==> src/verilog/aneg_regs_consts.svh <==
`ifndef ANEG_REGS_CONSTS_SVH
`define ANEG_REGS_CONSTS_SVH
// Register offsets on the management port (word index).
`define ADDR_ADVERT 4'h4
`define ADDR_PARTNER 4'h5
`define ADDR_EXPANSION 4'h6
`define ADDR_IRQ_STATUS 4'h8
`define ADDR_IRQ_MASK 4'h9
// Field positions.
`define ADV_10FD_BIT 6
`define ADV_10HD_BIT 5
`define EXP_PD_FAULT_BIT 4
`define EXP_LP_NP_BIT 3
`define EXP_LOC_NP_BIT 2
`define EXP_PAGE_RX_BIT 1
`define EXP_LP_AN_BIT 0
`define LP_NP_BIT 15
`define SEL_HI 4
`define SEL_LO 0
`define IRQ_PAGE_BIT 0
`define IRQ_FAULT_BIT 1
// Last count of the strap wait: the synchroniser is full after this many enabled cycles.
`define STRAP_LAST 2'h2
`define LOC_NP_ABLE 1'b1
// Reset values.
`define SELECTOR_RESET 5'h01
`define ZERO16 16'h0000
`define IRQ_WIDTH 2
`define IRQ_ZERO 2'h0
`endif

==> src/verilog/aneg_regs_pkg.sv <==
`default_nettype none
package aneg_regs_pkg;
   typedef struct packed {
      logic [15:0] addr_data;
   } word_t;
   typedef struct packed {
      logic [3:0] addr;
      logic [15:0] wdata;
      logic wr;
      logic rd;
   } mgmt_req_t;
   // Advertised ability set handed to the negotiation engine.
   typedef struct packed {
      logic force_1000;
      logic force_full;
      logic [15:0] base_page;
   } advert_out_t;
endpackage
`default_nettype wire

==> src/verilog/copper_autoneg_ability_regs.sv <==
`timescale 1ns/1ps
`default_nettype none
`include "aneg_regs_consts.svh"
module copper_autoneg_ability_regs
   import aneg_regs_pkg::*;
(
   // Clock and reset
   input wire logic ref_clk,
   input wire logic reset_n,
   input wire logic clk_en,
   // Management port
   input wire mgmt_req_t mgmt,
   output logic [15:0] rdata,
   // Straps and control inputs from the device
   input wire logic advertise_strap_input,
   input wire logic soft_reset,
   input wire logic restart_aneg,
   input wire logic power_up_event,
   input wire logic link_down_event,
   input wire logic aneg_enable,
   input wire logic forced_1000,
   input wire logic duplex_full,
   // Negotiation engine side
   input wire logic [15:0] rx_base_page,
   input wire logic rx_page_valid,
   input wire logic partner_aneg_able,
   input wire logic pd_fault,
   output advert_out_t advert,
   // Interrupt
   output logic irq
);
   logic strap_meta_r;
   logic strap_sync_r;
   logic strap_loaded_r;
   logic [1:0] adv10_pend_r;
   logic [1:0] adv10_r;
   logic [4:0] selector_r;
   logic [15:0] partner_r;
   logic lp_an_r;
   logic pd_fault_r;
   logic page_rx_r;
   logic [15:0] exp_w;
   logic [15:0] rdata_nxt;
   logic [`IRQ_WIDTH-1:0] irq_status_r;
   logic [`IRQ_WIDTH-1:0] irq_mask_r;
   logic apply_w;
   logic wr_adv;
   logic rd_exp;

   assign wr_adv = mgmt.wr && mgmt.addr == `ADDR_ADVERT;
   assign rd_exp = mgmt.rd && mgmt.addr == `ADDR_EXPANSION;
   assign apply_w = soft_reset || restart_aneg || power_up_event || link_down_event;

   // The strap is a pin, so it is synchronised before use.
   always_ff @(posedge ref_clk or negedge reset_n) begin
      if (!reset_n) begin
         strap_meta_r <= 1'b0;
         strap_sync_r <= 1'b0;
      end else if (clk_en) begin
         strap_meta_r <= advertise_strap_input;
         strap_sync_r <= strap_meta_r;
      end
   end

   // Strap is caught after release, once the synchroniser has filled.
   logic [1:0] strap_wait_r;
   always_ff @(posedge ref_clk or negedge reset_n) begin
      if (!reset_n) begin
         strap_wait_r <= 2'h0;
         strap_loaded_r <= 1'b0;
      end else if (clk_en) begin
         if (strap_wait_r != `STRAP_LAST) begin
            strap_wait_r <= strap_wait_r + 2'h1;
         end else begin
            strap_loaded_r <= 1'b1;
         end
      end
   end

   // Pending value is what software sees; active value goes to the engine.
   always_ff @(posedge ref_clk or negedge reset_n) begin
      if (!reset_n) begin
         adv10_pend_r <= 2'h0;
         adv10_r <= 2'h0;
         selector_r <= `SELECTOR_RESET;
      end else if (clk_en) begin
         if (!strap_loaded_r) begin
            adv10_pend_r <= {2{strap_sync_r}};
            adv10_r <= {2{strap_sync_r}};
         end else begin
            if (wr_adv) begin
               adv10_pend_r <= {mgmt.wdata[`ADV_10FD_BIT], mgmt.wdata[`ADV_10HD_BIT]};
               selector_r <= mgmt.wdata[`SEL_HI:`SEL_LO];
            end
            if (apply_w) begin
               adv10_r <= wr_adv ? {mgmt.wdata[`ADV_10FD_BIT], mgmt.wdata[`ADV_10HD_BIT]}
                                 : adv10_pend_r;
            end
         end
      end
   end

   property p_apply_only;
      @(posedge ref_clk) disable iff (!reset_n)
         (clk_en && strap_loaded_r && $past(strap_loaded_r) && !apply_w) |=> $stable(adv10_r);
   endproperty
   a_apply_only: assert property (p_apply_only) else $error("advert changed without trigger");

   property p_strap_load;
      @(posedge ref_clk) disable iff (!reset_n)
         (clk_en && !strap_loaded_r) |=>
            adv10_r[1] == $past(strap_sync_r) && adv10_r[0] == $past(strap_sync_r);
   endproperty
   a_strap_load: assert property (p_strap_load) else $error("strap not loaded");

   property p_pend_write;
      @(posedge ref_clk) disable iff (!reset_n)
         (clk_en && strap_loaded_r && wr_adv) |=>
            adv10_pend_r[1] == $past(mgmt.wdata[`ADV_10FD_BIT]) &&
            adv10_pend_r[0] == $past(mgmt.wdata[`ADV_10HD_BIT]);
   endproperty
   a_pend_write: assert property (p_pend_write) else $error("pending advert not written");

   property p_apply;
      @(posedge ref_clk) disable iff (!reset_n)
         (clk_en && strap_loaded_r && apply_w && !wr_adv) |=> adv10_r == $past(adv10_pend_r);
   endproperty
   a_apply: assert property (p_apply) else $error("pending advert not applied");

   // Forced gigabit replaces the low abilities; upper bits belong to other blocks.
   always_comb begin
      advert.force_1000 = !aneg_enable && forced_1000;
      advert.force_full = duplex_full;
      advert.base_page = `ZERO16;
      advert.base_page[`SEL_HI:`SEL_LO] = selector_r;
      if (!(!aneg_enable && forced_1000)) begin
         advert.base_page[`ADV_10FD_BIT] = adv10_r[1];
         advert.base_page[`ADV_10HD_BIT] = adv10_r[0];
      end
   end

   property p_forced;
      @(posedge ref_clk) disable iff (!reset_n)
         (!aneg_enable && forced_1000) |->
            !advert.base_page[`ADV_10FD_BIT] && !advert.base_page[`ADV_10HD_BIT];
   endproperty
   a_forced: assert property (p_forced) else $error("low abilities leaked in forced mode");

   property p_force_flag;
      @(posedge ref_clk) disable iff (!reset_n)
         aneg_enable |-> !advert.force_1000;
   endproperty
   a_force_flag: assert property (p_force_flag) else $error("forced flag while negotiating");

   property p_adv_sel;
      @(posedge ref_clk) disable iff (!reset_n)
         advert.base_page[`SEL_HI:`SEL_LO] == selector_r;
   endproperty
   a_adv_sel: assert property (p_adv_sel) else $error("selector not advertised");

   // Partner image: a straight copy of each base page received while soft_reset is low.
   always_ff @(posedge ref_clk or negedge reset_n) begin
      if (!reset_n) begin
         partner_r <= `ZERO16;
         lp_an_r <= 1'b0;
      end else if (clk_en) begin
         if (soft_reset) begin
            partner_r <= `ZERO16;
            lp_an_r <= 1'b0;
         end else begin
            if (rx_page_valid) begin
               partner_r <= rx_base_page;
            end
            lp_an_r <= partner_aneg_able;
         end
      end
   end

   property p_copy;
      @(posedge ref_clk) disable iff (!reset_n)
         (clk_en && rx_page_valid && !soft_reset) |=> partner_r == $past(rx_base_page);
   endproperty
   a_copy: assert property (p_copy) else $error("partner image mismatch");

   property p_partner_hold;
      @(posedge ref_clk) disable iff (!reset_n)
         (clk_en && !rx_page_valid && !soft_reset) |=> $stable(partner_r);
   endproperty
   a_partner_hold: assert property (p_partner_hold) else $error("partner image moved");

   property p_soft;
      @(posedge ref_clk) disable iff (!reset_n)
         (clk_en && soft_reset && !wr_adv) |=> partner_r == `ZERO16 && $stable(selector_r);
   endproperty
   a_soft: assert property (p_soft) else $error("soft reset effect wrong");

   property p_lp_an;
      @(posedge ref_clk) disable iff (!reset_n)
         (clk_en && !soft_reset) |=> lp_an_r == $past(partner_aneg_able);
   endproperty
   a_lp_an: assert property (p_lp_an) else $error("partner ability not shown");

   // Latched flags: set beats the read that would clear them.
   always_ff @(posedge ref_clk or negedge reset_n) begin
      if (!reset_n) begin
         pd_fault_r <= 1'b0;
         page_rx_r <= 1'b0;
      end else if (clk_en) begin
         if (soft_reset) begin
            pd_fault_r <= pd_fault;
            page_rx_r <= rx_page_valid;
         end else begin
            pd_fault_r <= pd_fault || (pd_fault_r && !rd_exp);
            page_rx_r <= rx_page_valid || (page_rx_r && !rd_exp);
         end
      end
   end

   property p_pd_latch;
      @(posedge ref_clk) disable iff (!reset_n)
         (clk_en && pd_fault && !soft_reset) |=> pd_fault_r;
   endproperty
   a_pd_latch: assert property (p_pd_latch) else $error("fault not latched");

   property p_pd_hold;
      @(posedge ref_clk) disable iff (!reset_n)
         (clk_en && pd_fault_r && !rd_exp && !soft_reset) |=> pd_fault_r;
   endproperty
   a_pd_hold: assert property (p_pd_hold) else $error("fault flag dropped");

   property p_page_set;
      @(posedge ref_clk) disable iff (!reset_n)
         (clk_en && rx_page_valid) |=> page_rx_r;
   endproperty
   a_page_set: assert property (p_page_set) else $error("page flag not set");

   property p_page_hold;
      @(posedge ref_clk) disable iff (!reset_n)
         (clk_en && page_rx_r && !rd_exp && !soft_reset) |=> page_rx_r;
   endproperty
   a_page_hold: assert property (p_page_hold) else $error("page flag dropped");

   property p_read_clear;
      @(posedge ref_clk) disable iff (!reset_n)
         (clk_en && rd_exp && !rx_page_valid) |=> !page_rx_r;
   endproperty
   a_read_clear: assert property (p_read_clear) else $error("page flag not cleared");

   always_comb begin
      exp_w = `ZERO16;
      exp_w[`EXP_PD_FAULT_BIT] = pd_fault_r;
      exp_w[`EXP_LP_NP_BIT] = partner_r[`LP_NP_BIT];
      exp_w[`EXP_LOC_NP_BIT] = `LOC_NP_ABLE;
      exp_w[`EXP_PAGE_RX_BIT] = page_rx_r;
      exp_w[`EXP_LP_AN_BIT] = lp_an_r;
   end

   property p_np;
      @(posedge ref_clk) disable iff (!reset_n)
         exp_w[`EXP_LP_NP_BIT] == partner_r[`LP_NP_BIT] && exp_w[`EXP_LOC_NP_BIT];
   endproperty
   a_np: assert property (p_np) else $error("next page bits wrong");

   // Interrupt status: bit 0 page received, bit 1 parallel fault; write one clears.
   always_ff @(posedge ref_clk or negedge reset_n) begin
      if (!reset_n) begin
         irq_status_r <= `IRQ_ZERO;
         irq_mask_r <= `IRQ_ZERO;
      end else if (clk_en) begin
         if (mgmt.wr && mgmt.addr == `ADDR_IRQ_MASK) begin
            irq_mask_r <= mgmt.wdata[`IRQ_WIDTH-1:0];
         end
         irq_status_r <= {pd_fault, rx_page_valid} |
                         (irq_status_r & ~((mgmt.wr && mgmt.addr == `ADDR_IRQ_STATUS)
                                           ? mgmt.wdata[`IRQ_WIDTH-1:0] : `IRQ_ZERO));
      end
   end

   // A set mask bit keeps its status bit off the interrupt line.
   assign irq = |(irq_status_r & ~irq_mask_r);

   property p_irq_page;
      @(posedge ref_clk) disable iff (!reset_n)
         (clk_en && rx_page_valid) |=> irq_status_r[`IRQ_PAGE_BIT];
   endproperty
   a_irq_page: assert property (p_irq_page) else $error("page event not recorded");

   property p_irq_fault;
      @(posedge ref_clk) disable iff (!reset_n)
         (clk_en && pd_fault) |=> irq_status_r[`IRQ_FAULT_BIT];
   endproperty
   a_irq_fault: assert property (p_irq_fault) else $error("fault event not recorded");

   always_comb begin
      rdata_nxt = `ZERO16;
      unique case (mgmt.addr)
         `ADDR_ADVERT: begin
            rdata_nxt[`ADV_10FD_BIT] = adv10_pend_r[1];
            rdata_nxt[`ADV_10HD_BIT] = adv10_pend_r[0];
            rdata_nxt[`SEL_HI:`SEL_LO] = selector_r;
         end
         `ADDR_PARTNER: rdata_nxt = partner_r;
         `ADDR_EXPANSION: rdata_nxt = exp_w;
         `ADDR_IRQ_STATUS: rdata_nxt[`IRQ_WIDTH-1:0] = irq_status_r;
         `ADDR_IRQ_MASK: rdata_nxt[`IRQ_WIDTH-1:0] = irq_mask_r;
         default: rdata_nxt = `ZERO16;
      endcase
   end

   always_ff @(posedge ref_clk or negedge reset_n) begin
      if (!reset_n) begin
         rdata <= `ZERO16;
      end else if (clk_en) begin
         rdata <= mgmt.rd ? rdata_nxt : `ZERO16;
      end
   end

   property p_read;
      @(posedge ref_clk) disable iff (!reset_n)
         (clk_en && mgmt.rd && mgmt.addr == `ADDR_EXPANSION) |=> rdata[`EXP_LOC_NP_BIT];
   endproperty
   a_read: assert property (p_read) else $error("expansion read wrong");

   property p_rdata_idle;
      @(posedge ref_clk) disable iff (!reset_n)
         (clk_en && !mgmt.rd) |=> rdata == `ZERO16;
   endproperty
   a_rdata_idle: assert property (p_rdata_idle) else $error("read data without a read");

   property p_freeze;
      @(posedge ref_clk) disable iff (!reset_n)
         !clk_en |=> $stable(adv10_r) && $stable(partner_r) && $stable(irq_status_r);
   endproperty
   a_freeze: assert property (p_freeze) else $error("state moved while frozen");
endmodule
`default_nettype wire

==> config.mk <==
export PLATFORM = sky130hd
export DESIGN_NAME = copper_autoneg_ability_regs
export DESIGN_NICKNAME = d
export VERILOG_FILES = /design/src/verilog/aneg_regs_pkg.sv /design/src/verilog/copper_autoneg_ability_regs.sv
export VERILOG_INCLUDE_DIRS = /design/src /design/src/verilog
export SDC_FILE = /design/constraint.sdc
export NUM_CORES = 1
export LEC_CHECK = 0
export BUFFER_PORTS_ARGS = -buffer_cell sky130_fd_sc_hd__buf_2
export CELL_PAD_IN_SITES_DETAIL_PLACEMENT = 0
export CELL_PAD_IN_SITES_GLOBAL_PLACEMENT = 1
export CORE_AREA = 10 10 106 80
export DETAILED_ROUTE_END_ITERATION = 10
export DIE_AREA = 0 0 116 90
export HOLD_SLACK_MARGIN = 0.12
export PLACE_DENSITY = 0.79
export SYNTH_ARGS = -nofsm -noshare
export SYNTH_HDL_FRONTEND = slang
export SYNTH_SLANG_ARGS = --single-unit
==> constraint.sdc <==
create_clock -name ref_clk -period 2.6 [get_ports ref_clk]
set_input_delay 0.39 -clock ref_clk [delete_from_list [all_inputs] [get_ports ref_clk]]
set_output_delay 0.39 -clock ref_clk [all_outputs]
set_load 0.02 [all_outputs]
==> reports/results.ini, run 1 <==
[outcome]
outcome=finished clean

[clock_network]
postCtsHoldBufs=1
htree_num_levels=2
post_cts_buffers=0
clk_latency_ps=320
post_cts_resized=0
root_buffer=clkbuf_8
cts_tree=done
numClockSinks=53
path_clk_slew_ps=110
ctsLongestPathBuffers=2
cts-buffers-inserted=5

[critical_path]
path_depth=4
crit_buf_inv=1
crit_path_end_kind=flip-flop
rr_worst_depth=2
critical-path-max-stage-delay_ps=420
critPathSlowestCell=and4_1
critPathKind=in -> reg
crit_required_ps=2810
critPathArrivalTime_ps=1730
crit_path_start_kind=input pin
crit_fanout=13
crit_family=simple AND/OR/NAND/NOR gates
worstPathCellList=buf_2, nor4b_4, and4_1, mux2_1

[sta]
maxSlewViolCount=0
final_hold_viol_count=0
skew_ps=11.5
tns_ps=0
min_period_over_period_pct=58.8
slew_headroom_pct=54.0
setup_viol=0
rsz0062_at_grt=no
whs_ps=292
clock.fmax_mhz=654
period_needed_ps=1530
tightest_slew_ps=690

[routing]
wl_per_cell_um=17.6
drc=0
drt_iter0_markers=165
postRouteWirelength_mm=6.61
first_pass_iters=4
antenna_left=0
vias=2019
via_per_inst=5.37

[power_and_ir_drop]
power.ir.vdd_worst_v=0.000320
power_leakage_uw=0.00147
powerDensity_mw_per_mm2=625

[floorplan]
ios=87
initial_core_util_pct=39.8
placement_rows=25
coreArea_mm2=0.00651
fp.dieArea_mm2=0.0104
fp.dieW_um=116
die_h_um=90

[cells_and_area]
layout-drive-gt1-share_pct=28.8
fillers=633
nets=347
area_delta_synth_final_pct=17.4
final_area_mm2=0.00304
utilization_pct=46.7
diodes=0

[synthesis]
synth_edf_count=0
yosys.area_share.simple_pct=14.0
synth_compound_area_share_pct=20.0
yosysWarningCount=0
synth_top_family_by_area=compound AO/OA/AOI/OAI gates
yosys.area_share.adder_pct=0.483
synthArstFlopShare_pct=100
seq_area_frac_synth_pct=51.3
synth-main-ff-cell=dfrtp_1
avgSynthCellArea_um2=11.1
ys_types=38
netlist_instances=233
synth_xor_xnor_area_share_pct=0.338
muxShareOfSynthArea_pct=7.39
ys_seq_elements=53
netlist_area_mm2=0.00259

[flow_run]
drv_cap=0

[placed_design]
post_dp_cell_area_mm2=0.00293
hpwlAfterDp_mm=4.97
routabilityCongestion=0.820
io_buffers=66

[grt]
grt_pass1_wl_mm=10.9
grt_pass1_vias=2055
overflow=0
grt_max_degree=24
grt.total_usage_pct=12.9
antenna_found_initial=0

[worst_hold_path]
min_path_cells=2
hold_path.class=in -> reg

## cells in the mapped netlist, drive strengths merged (4+ instances only)
library cell	instances	share of area, %
mux2	9	3.9
inv	7	1.0
nor2	9	1.6
nor2b	21	5.1
nor3	4	0.77
dfrtp	52	50
a21oi	22	4.3
mux2i	9	3.5
nand2	5	0.73
a22o	14	4.7
buf	21	4.9
a21o	4	1.2
o2bb2ai	19	6.4
nand2b	6	1.5
## power by group
| part | switching (uW) | leakage, uW | internal (uW) |
|---|---|---|---|
| combinational | 215 | 0.000745 | 175 |
| clock | 308 | 0.0000452 | 197 |
| sequential | 75.0 | 0.000680 | 929 |
## layout make-up
class                           count  area, um^2  area share, %
Clock buffer                        5        68.8           2.27
Clock inverter                      3        25.0          0.824
Inverter                            7        26.3          0.865
Multi-Input combinational cell    157        1130           37.1
Sequential cell                    53        1330           43.7
Tap cell                           81         101           3.34
Timing Repair Buffer               70         363           11.9
## cell families after synthesis
family                   count (synthesis)
flip-flops                              53
buffers and inverters                   31
multiplexers                            18
other                                    1
XOR/XNOR                                 1
AND/OR/NAND/NOR                         58
adder cells (fa/ha/maj)                  1
AO/OA/AOI/OAI                           70
## path summary, 6_finish.rpt
check	startpoint	to	slack, ps
min in group asynchronous	reset_n	strap_meta_r$_DFFE_PN0P_	520
max in group asynchronous	reset_n	partner_r[0]$_DFFE_PN0P_	1440
worst max-delay path	mgmt[19]	selector_r[1]$_DFFE_PN0P_	1070
worst min register to register	strap_wait_r[0]$_DFFE_PN0P_	strap_wait_r[0]$_DFFE_PN0P_	490
worst max register to register	strap_loaded_r$_DFFE_PN0P_	selector_r[1]$_DFFE_PN0P_	1180
worst min-delay path	mgmt[4]	selector_r[2]$_DFFE_PN0P_	290
## through the flow
stage | setup WS (ps) | std cells | total power (uW)
floorplan | 1140 | 241 | 1270
global placement | 734 | 367 | 1400
detailed placement | 716 | 367 | 1410
CTS | 1060 | 376 | 1910
global route | 911 | 376 | 2010
finish | 1070 | 376 | 1900
## flip-flops by register name, indices dropped and copies added (netlist names), 2 cells and up
signal	flops
adv10_pend_r	2
adv10_r	2
irq_status_r	2
irq_mask_r	2
partner_r	16
rdata	16
strap_wait_r	2
selector_r	5
## layout by cell type (no fill, tap or decap), drive strengths merged, types with 2 or more instances in the layout
cell / count
a32o: 2
nor3: 4
nand4b: 2
inv: 9
a21o: 4
conb: 9
and2: 3
clkbuf: 5
nor2: 9
mux2: 9
o2bb2ai: 19
a22o: 14
mux2i: 9
nand3b: 2
o21ai: 2
nor2b: 21
nand2: 5
nor4: 2
a21oi: 22
o32ai: 2
nand2b: 6
a221oi: 3
buf: 69
dfrtp: 52
## per-layer routing
layer | global-route usage, % | vias to the layer above | share of wire, %
met1 | 18.0 | 995 | 48
met2 | 18.6 | 71 | 42
li1 | - | 947 | -
met5 | 0 | - | 0
met4 | 2.81 | 0 | 0.74
met3 | 4.32 | 6 | 9.2
(Power assumes the default switching activity.)
==> run 2, diff against run 1 <==
--- a/config.mk
+++ b/config.mk
@@ -9,11 +9,11 @@
 export BUFFER_PORTS_ARGS = -buffer_cell sky130_fd_sc_hd__buf_2
 export CELL_PAD_IN_SITES_DETAIL_PLACEMENT = 0
 export CELL_PAD_IN_SITES_GLOBAL_PLACEMENT = 1
-export CORE_AREA = 10 10 106 80
+export CORE_AREA = 10 10 116 87
 export DETAILED_ROUTE_END_ITERATION = 10
-export DIE_AREA = 0 0 116 90
+export DIE_AREA = 0 0 126 97
 export HOLD_SLACK_MARGIN = 0.12
-export PLACE_DENSITY = 0.79
+export PLACE_DENSITY = 0.69
 export SYNTH_ARGS = -nofsm -noshare
 export SYNTH_HDL_FRONTEND = slang
 export SYNTH_SLANG_ARGS = --single-unit
==> constraint.sdc (replaced) <==
create_clock -name ref_clk -period 1.4 [get_ports ref_clk]
set_input_delay 0.21 -clock ref_clk [delete_from_list [all_inputs] [get_ports ref_clk]]
set_output_delay 0.21 -clock ref_clk [all_outputs]
set_load 0.02 [all_outputs]
==> run 2 against run 1 <==
- register-to-register slack got worse by 1000 ps
- sequential cell count stayed put
- cell count rose by 9.8%
- sequential share of layout area fell by 3.2 points
- clock power rose by 140%
- setup slack lost 920 ps
- critical path type is now reg -> reg
- critical endpoint is now adv10_r[1]$_DFFE_PN0P_
- highest routed layer unchanged
==> reports/results.ini, run 2 (synthesized netlist as in run 1, its figures left out) <==
[critical_path]
cp_common_cell=nor2_1
worstPathCellList=buf_4, nor2_1, nor2_1, a32o_1
critPathSlowestCell=dfrtp_1
crit_path_start_kind=flip-flop
crit_family=flip-flops
critPathKind=reg -> reg
critical-path-max-stage-delay_ps=400
crit_fanout=8
crit_required_ps=1570
crit_buf_inv=1
crit_path_end_kind=flip-flop
critPathArrivalTime_ps=1420

[power_and_ir_drop]
powerDensity_mw_per_mm2=1170
power.ir.vdd_worst_v=0.000538
combPwrFrac_pct=20.0
clock_power_share_pct=31.4
pwr-share-seq_pct=48.5
power_leakage_uw=0.00159
p_int_uw=2740
p_switching_uw=1100
swShare_pct=28.6

[grt]
grt_pass1_wl_mm=11.3
grt_max_degree=31
overflow=0
antenna_found_initial=0
grt.total_usage_pct=11.0
grt_pass1_vias=2148

[flow_run]
drv_cap=0

[routing]
postRouteWirelength_mm=6.90
antenna_left=0
drc=0
drt_iter0_markers=152
first_pass_iters=4
via_per_inst=4.89
wl_per_cell_um=16.7
vias=2018

[floorplan]
placement_rows=27
fp.dieArea_mm2=0.0122
coreArea_mm2=0.00777
fp.dieW_um=126
ios=87
die_h_um=97
initial_core_util_pct=33.3

[cells_and_area]
final_area_mm2=0.00328
multiInputGateArea_mm2=0.00113
reg_top3=partner_r: 16 flops, rdata: 16 flops, selector_r: 5 flops
layout-drive-gt1-share_pct=32.7
utilization_pct=42.2
regArea_mm2=0.00133
diodes=0
area_delta_synth_final_pct=26.6
final_common_cell=buf_2
final_cell_mix=buf_2, dfrtp_1, a21oi_1
fin_cells=413
fillers=791
nets=364

[outcome]
outcome=finished clean

[sta]
whs_ps=139
slew_headroom_pct=52.9
setup_viol=0
skew_ps=3.46
maxSlewViolCount=0
period_needed_ps=1250
final_hold_viol_count=0
rsz0062_at_grt=no
min_period_over_period_pct=89.2
clock.fmax_mhz=801
tightest_slew_ps=707

[placed_design]
dp_cells=404
hpwlAfterDp_mm=5.25
io_buffers=66
post_dp_cell_area_mm2=0.00312
routabilityCongestion=0.776

[clock_network]
root_buffer=clkbuf_16
path_clk_slew_ps=70
clk_latency_ps=280
htree_num_levels=2
post_cts_buffers=0
numClockSinks=53
cts-buffers-inserted=5
cts_tree=done
ctsLongestPathBuffers=2

[worst_hold_path]
hold_path.class=in -> reg

[run 2: cell count changes in the layout (fill, tap and decap cells not counted), sizes merged]
| cell | before | now |
|---|---|---|
| buf | 69 | 86 |
| clkinv | 0 | 2 |
| inv | 9 | 7 |
[run 2: per-stage QoR]
stage / power [uW] / setup WS, ps / setup TNS [ps]
after floorplan: 2370 / 76.6 / 0
after global placement: 2650 / -57.3 / -950
after detailed placement: 2680 / -82.7 / -1160
after CTS: 3900 / 143 / 0
after global routing: 4070 / 29.9 / 0
final: 3840 / 152 / 0
[run 2: worst register-to-register path, delay by kind of cell (launching register included)]
family,cells,cell delay (ps)
compound gates,1,280
buf+inv,1,170
flops,1,400
simple gates,2,290
[run 2: repair_timing]
action | in CTS | in global routing
hold buffers | 1 | 0
endpoints found under the hold margin | 52 | 0
gates resized for setup | 0 | 0
[run 2: area by class of cell]
cell class	instances	area share, %
timing repair buffer	87	16.1
tap	101	3.86
sequential	53	40.5
multi-input combinational	157	34.4
clock inverter	3	0.535
clock buffer	5	3.82
inverter	7	0.802
[run 2: path summary, 6_finish.rpt]
kind                                                     to  cells past startpoint  slack (ps)                         from
worst min-delay path              selector_r[4]$_DFFE_PN0P_                      2         140                      mgmt[6]
worst max-delay path                 adv10_r[1]$_DFFE_PN0P_                      4         150   strap_loaded_r$_DFFE_PN0P_
worst min register to register  strap_wait_r[0]$_DFFE_PN0P_                      1         480  strap_wait_r[0]$_DFFE_PN0P_
worst max register to register       adv10_r[1]$_DFFE_PN0P_                      4         150   strap_loaded_r$_DFFE_PN0P_
max in group asynchronous         selector_r[0]$_DFFE_PN1P_                      3         700                      reset_n
min in group asynchronous          strap_sync_r$_DFFE_PN0P_                      3         440                      reset_n
[run 2: power groups by stage]
| stage | registers [uW] | clock network, uW | logic, uW |
|---|---|---|---|
| after global routing | 1890 | 1320 | 866 |
| after CTS | 1870 | 1250 | 785 |
| final | 1870 | 1210 | 770 |
| after floorplan | 1900 | 0 | 462 |
| after detailed placement | 1900 | 0 | 782 |
| after global placement | 1890 | 0 | 763 |
[run 2: per-layer routing]
metal / global-route usage [%] / up-vias / wire length, um
li1: - / 985 / -
met1: 15.0 / 966 / 3290
met2: 16.6 / 65 / 3080
met3: 4.13 / 2 / 509
met4: 1.65 / 0 / 14
met5: 0 / - / 0
==> run 3, diff against run 2 <==
--- a/config.mk
+++ b/config.mk
@@ -9,11 +9,11 @@
 export BUFFER_PORTS_ARGS = -buffer_cell sky130_fd_sc_hd__buf_2
 export CELL_PAD_IN_SITES_DETAIL_PLACEMENT = 0
 export CELL_PAD_IN_SITES_GLOBAL_PLACEMENT = 1
-export CORE_AREA = 10 10 116 87
+export CORE_AREA = 10 10 106 80
 export DETAILED_ROUTE_END_ITERATION = 10
-export DIE_AREA = 0 0 126 97
+export DIE_AREA = 0 0 116 90
 export HOLD_SLACK_MARGIN = 0.12
-export PLACE_DENSITY = 0.69
+export PLACE_DENSITY = 0.79
 export SYNTH_ARGS = -nofsm -noshare
 export SYNTH_HDL_FRONTEND = slang
 export SYNTH_SLANG_ARGS = --single-unit
==> constraint.sdc (replaced) <==
create_clock -name ref_clk -period 1.49 [get_ports ref_clk]
set_input_delay 0.2235 -clock ref_clk [delete_from_list [all_inputs] [get_ports ref_clk]]
set_output_delay 0.2235 -clock ref_clk [all_outputs]
set_load 0.02 [all_outputs]
==> run 3 against run 2 <==
- setup slack improved by 11 ps
- wire length shrank 2.9%
- first-iteration DRC count down 51%
- largest power group unchanged
- non-clock buffer count down 3
- register-to-register slack better by 50 ps
==> reports/results.ini, run 3 (synthesized netlist as in run 1, its figures left out) <==
[outcome]
outcome=finished clean

[worst_hold_path]
min_path_cells=2
min_to=selector_r[2]$_DFFE_PN0P_
hold_path.class=in -> reg
min_from=mgmt[4]

[clock_network]
cts_tree=done
ctsLongestPathBuffers=2
post_cts_buffers=0
root_buffer=clkbuf_8
path_clk_slew_ps=100
htree_num_levels=2
cts-buffers-inserted=5
clk_latency_ps=310
numClockSinks=53

[sta]
tightest_slew_ps=682
slew_headroom_pct=54.5
rsz0062_at_grt=no
skew_ps=10.2
period_needed_ps=1330
maxSlewViolCount=0
min_period_over_period_pct=89.1
final_hold_viol_count=0
setup_viol=0
clock.fmax_mhz=753
whs_ps=129

[power_and_ir_drop]
powerDensity_mw_per_mm2=1050
power.ir.vdd_worst_v=0.000545
power_leakage_uw=0.00154

[cells_and_area]
area_delta_synth_final_pct=21.9
layout-drive-gt1-share_pct=32.0
utilization_pct=48.5
fillers=647
reg_top3=partner_r: 16 flops, rdata: 16 flops, selector_r: 5 flops
nets=361
final_common_cell=buf_2
diodes=0
final_cell_mix=buf_2, dfrtp_1, a21oi_1

[placed_design]
routabilityCongestion=0.868
io_buffers=66
hpwlAfterDp_mm=5.15

[floorplan]
fp.dieArea_mm2=0.0104
initial_core_util_pct=39.8
placement_rows=25
coreArea_mm2=0.00651
die_h_um=90
ios=87
fp.dieW_um=116

[routing]
first_pass_iters=4
drc=0
antenna_left=0
via_per_inst=5.19
drt_iter0_markers=75
wl_per_cell_um=17.2
vias=2025
postRouteWirelength_mm=6.70

[critical_path]
crit_path_end_kind=output pin
reg2reg_from=strap_loaded_r$_DFFE_PN0P_
rrSetupSlack_ps=200
crit_required_ps=1270
r2r-end=adv10_r[1]$_DFFE_PN0P_
critPathArrivalTime_ps=1100
rr_worst_depth=4
crit_fanout=3
crit_path_start_kind=flip-flop
critPathKind=reg -> out

[flow_run]
drv_cap=0

[grt]
grt_pass1_wl_mm=10.7
antenna_found_initial=0
grt_max_degree=23
grt.total_usage_pct=12.6
grt_pass1_vias=2113
overflow=0

==> run 3: how the worst max path moves through the flow <==
stage                                            from                         to  depth (start not counted)
final                       irq_mask_r[1]$_DFFE_PN0P_                        irq                          2
after global routing      irq_status_r[1]$_DFFE_PN0P_                        irq                          3
after CTS                   irq_mask_r[1]$_DFFE_PN0P_                        irq                          2
after detailed placement                     mgmt[19]  selector_r[1]$_DFFE_PN0P_                          4
after global placement                       mgmt[19]  selector_r[3]$_DFFE_PN0P_                          4
after floorplan            strap_loaded_r$_DFFE_PN0P_  selector_r[1]$_DFFE_PN0P_                          4
==> run 3: report_power, final <==
part / switching [uW] / leakage, uW / internal [uW]
sequential: 130 / 0.000680 / 1620
clock: 517 / 0.0000447 / 341
combinational: 386 / 0.000817 / 331
total: 1030 / 0.00154 / 2290
==> run 3: worst max-delay path, cell delays in order, from the launching register on <==
cell	delay (ps)
dfrtp_1	410
o22ai_1	190
buf_2	190
==> run 3: what timing repair did <==
action | CTS | global route
hold endpoints to repair | 12 | 0
resized for setup | 0 | 0
hold buffers | 1 | 0
==> run 3: metal layers <==
layer	track usage [%]	part of all wire [%]	vias up
met5	0	0	-
met4	2.49	0.37	0
met3	4.58	8.5	4
met2	18.6	43	61
met1	17.1	48	981
li1	-	-	979
==> run 3: layout make-up <==
class	count	area, um^2	share of cell area, %
clock buffer	5	68.8	2.18
multi-input combinational	157	1130	35.7
timing repair buffer	84	480	15.2
inverter	7	26.3	0.833
sequential	53	1330	42.1
clock inverter	3	25.0	0.793
tap	81	101	3.21
==> run 3: per-stage QoR <==
step	cell area [um^2]	cells	setup WS, ps	TNS [ps]	total power (uW)
final	3160	390	163	0	3330
after global routing	3160	390	109	0	3520
after CTS	3160	390	162	0	3360
after detailed placement	3050	381	-38.7	-109	2500
after global placement	3050	381	-19.4	-68.2	2470
after floorplan	2620	241	167	0	2220
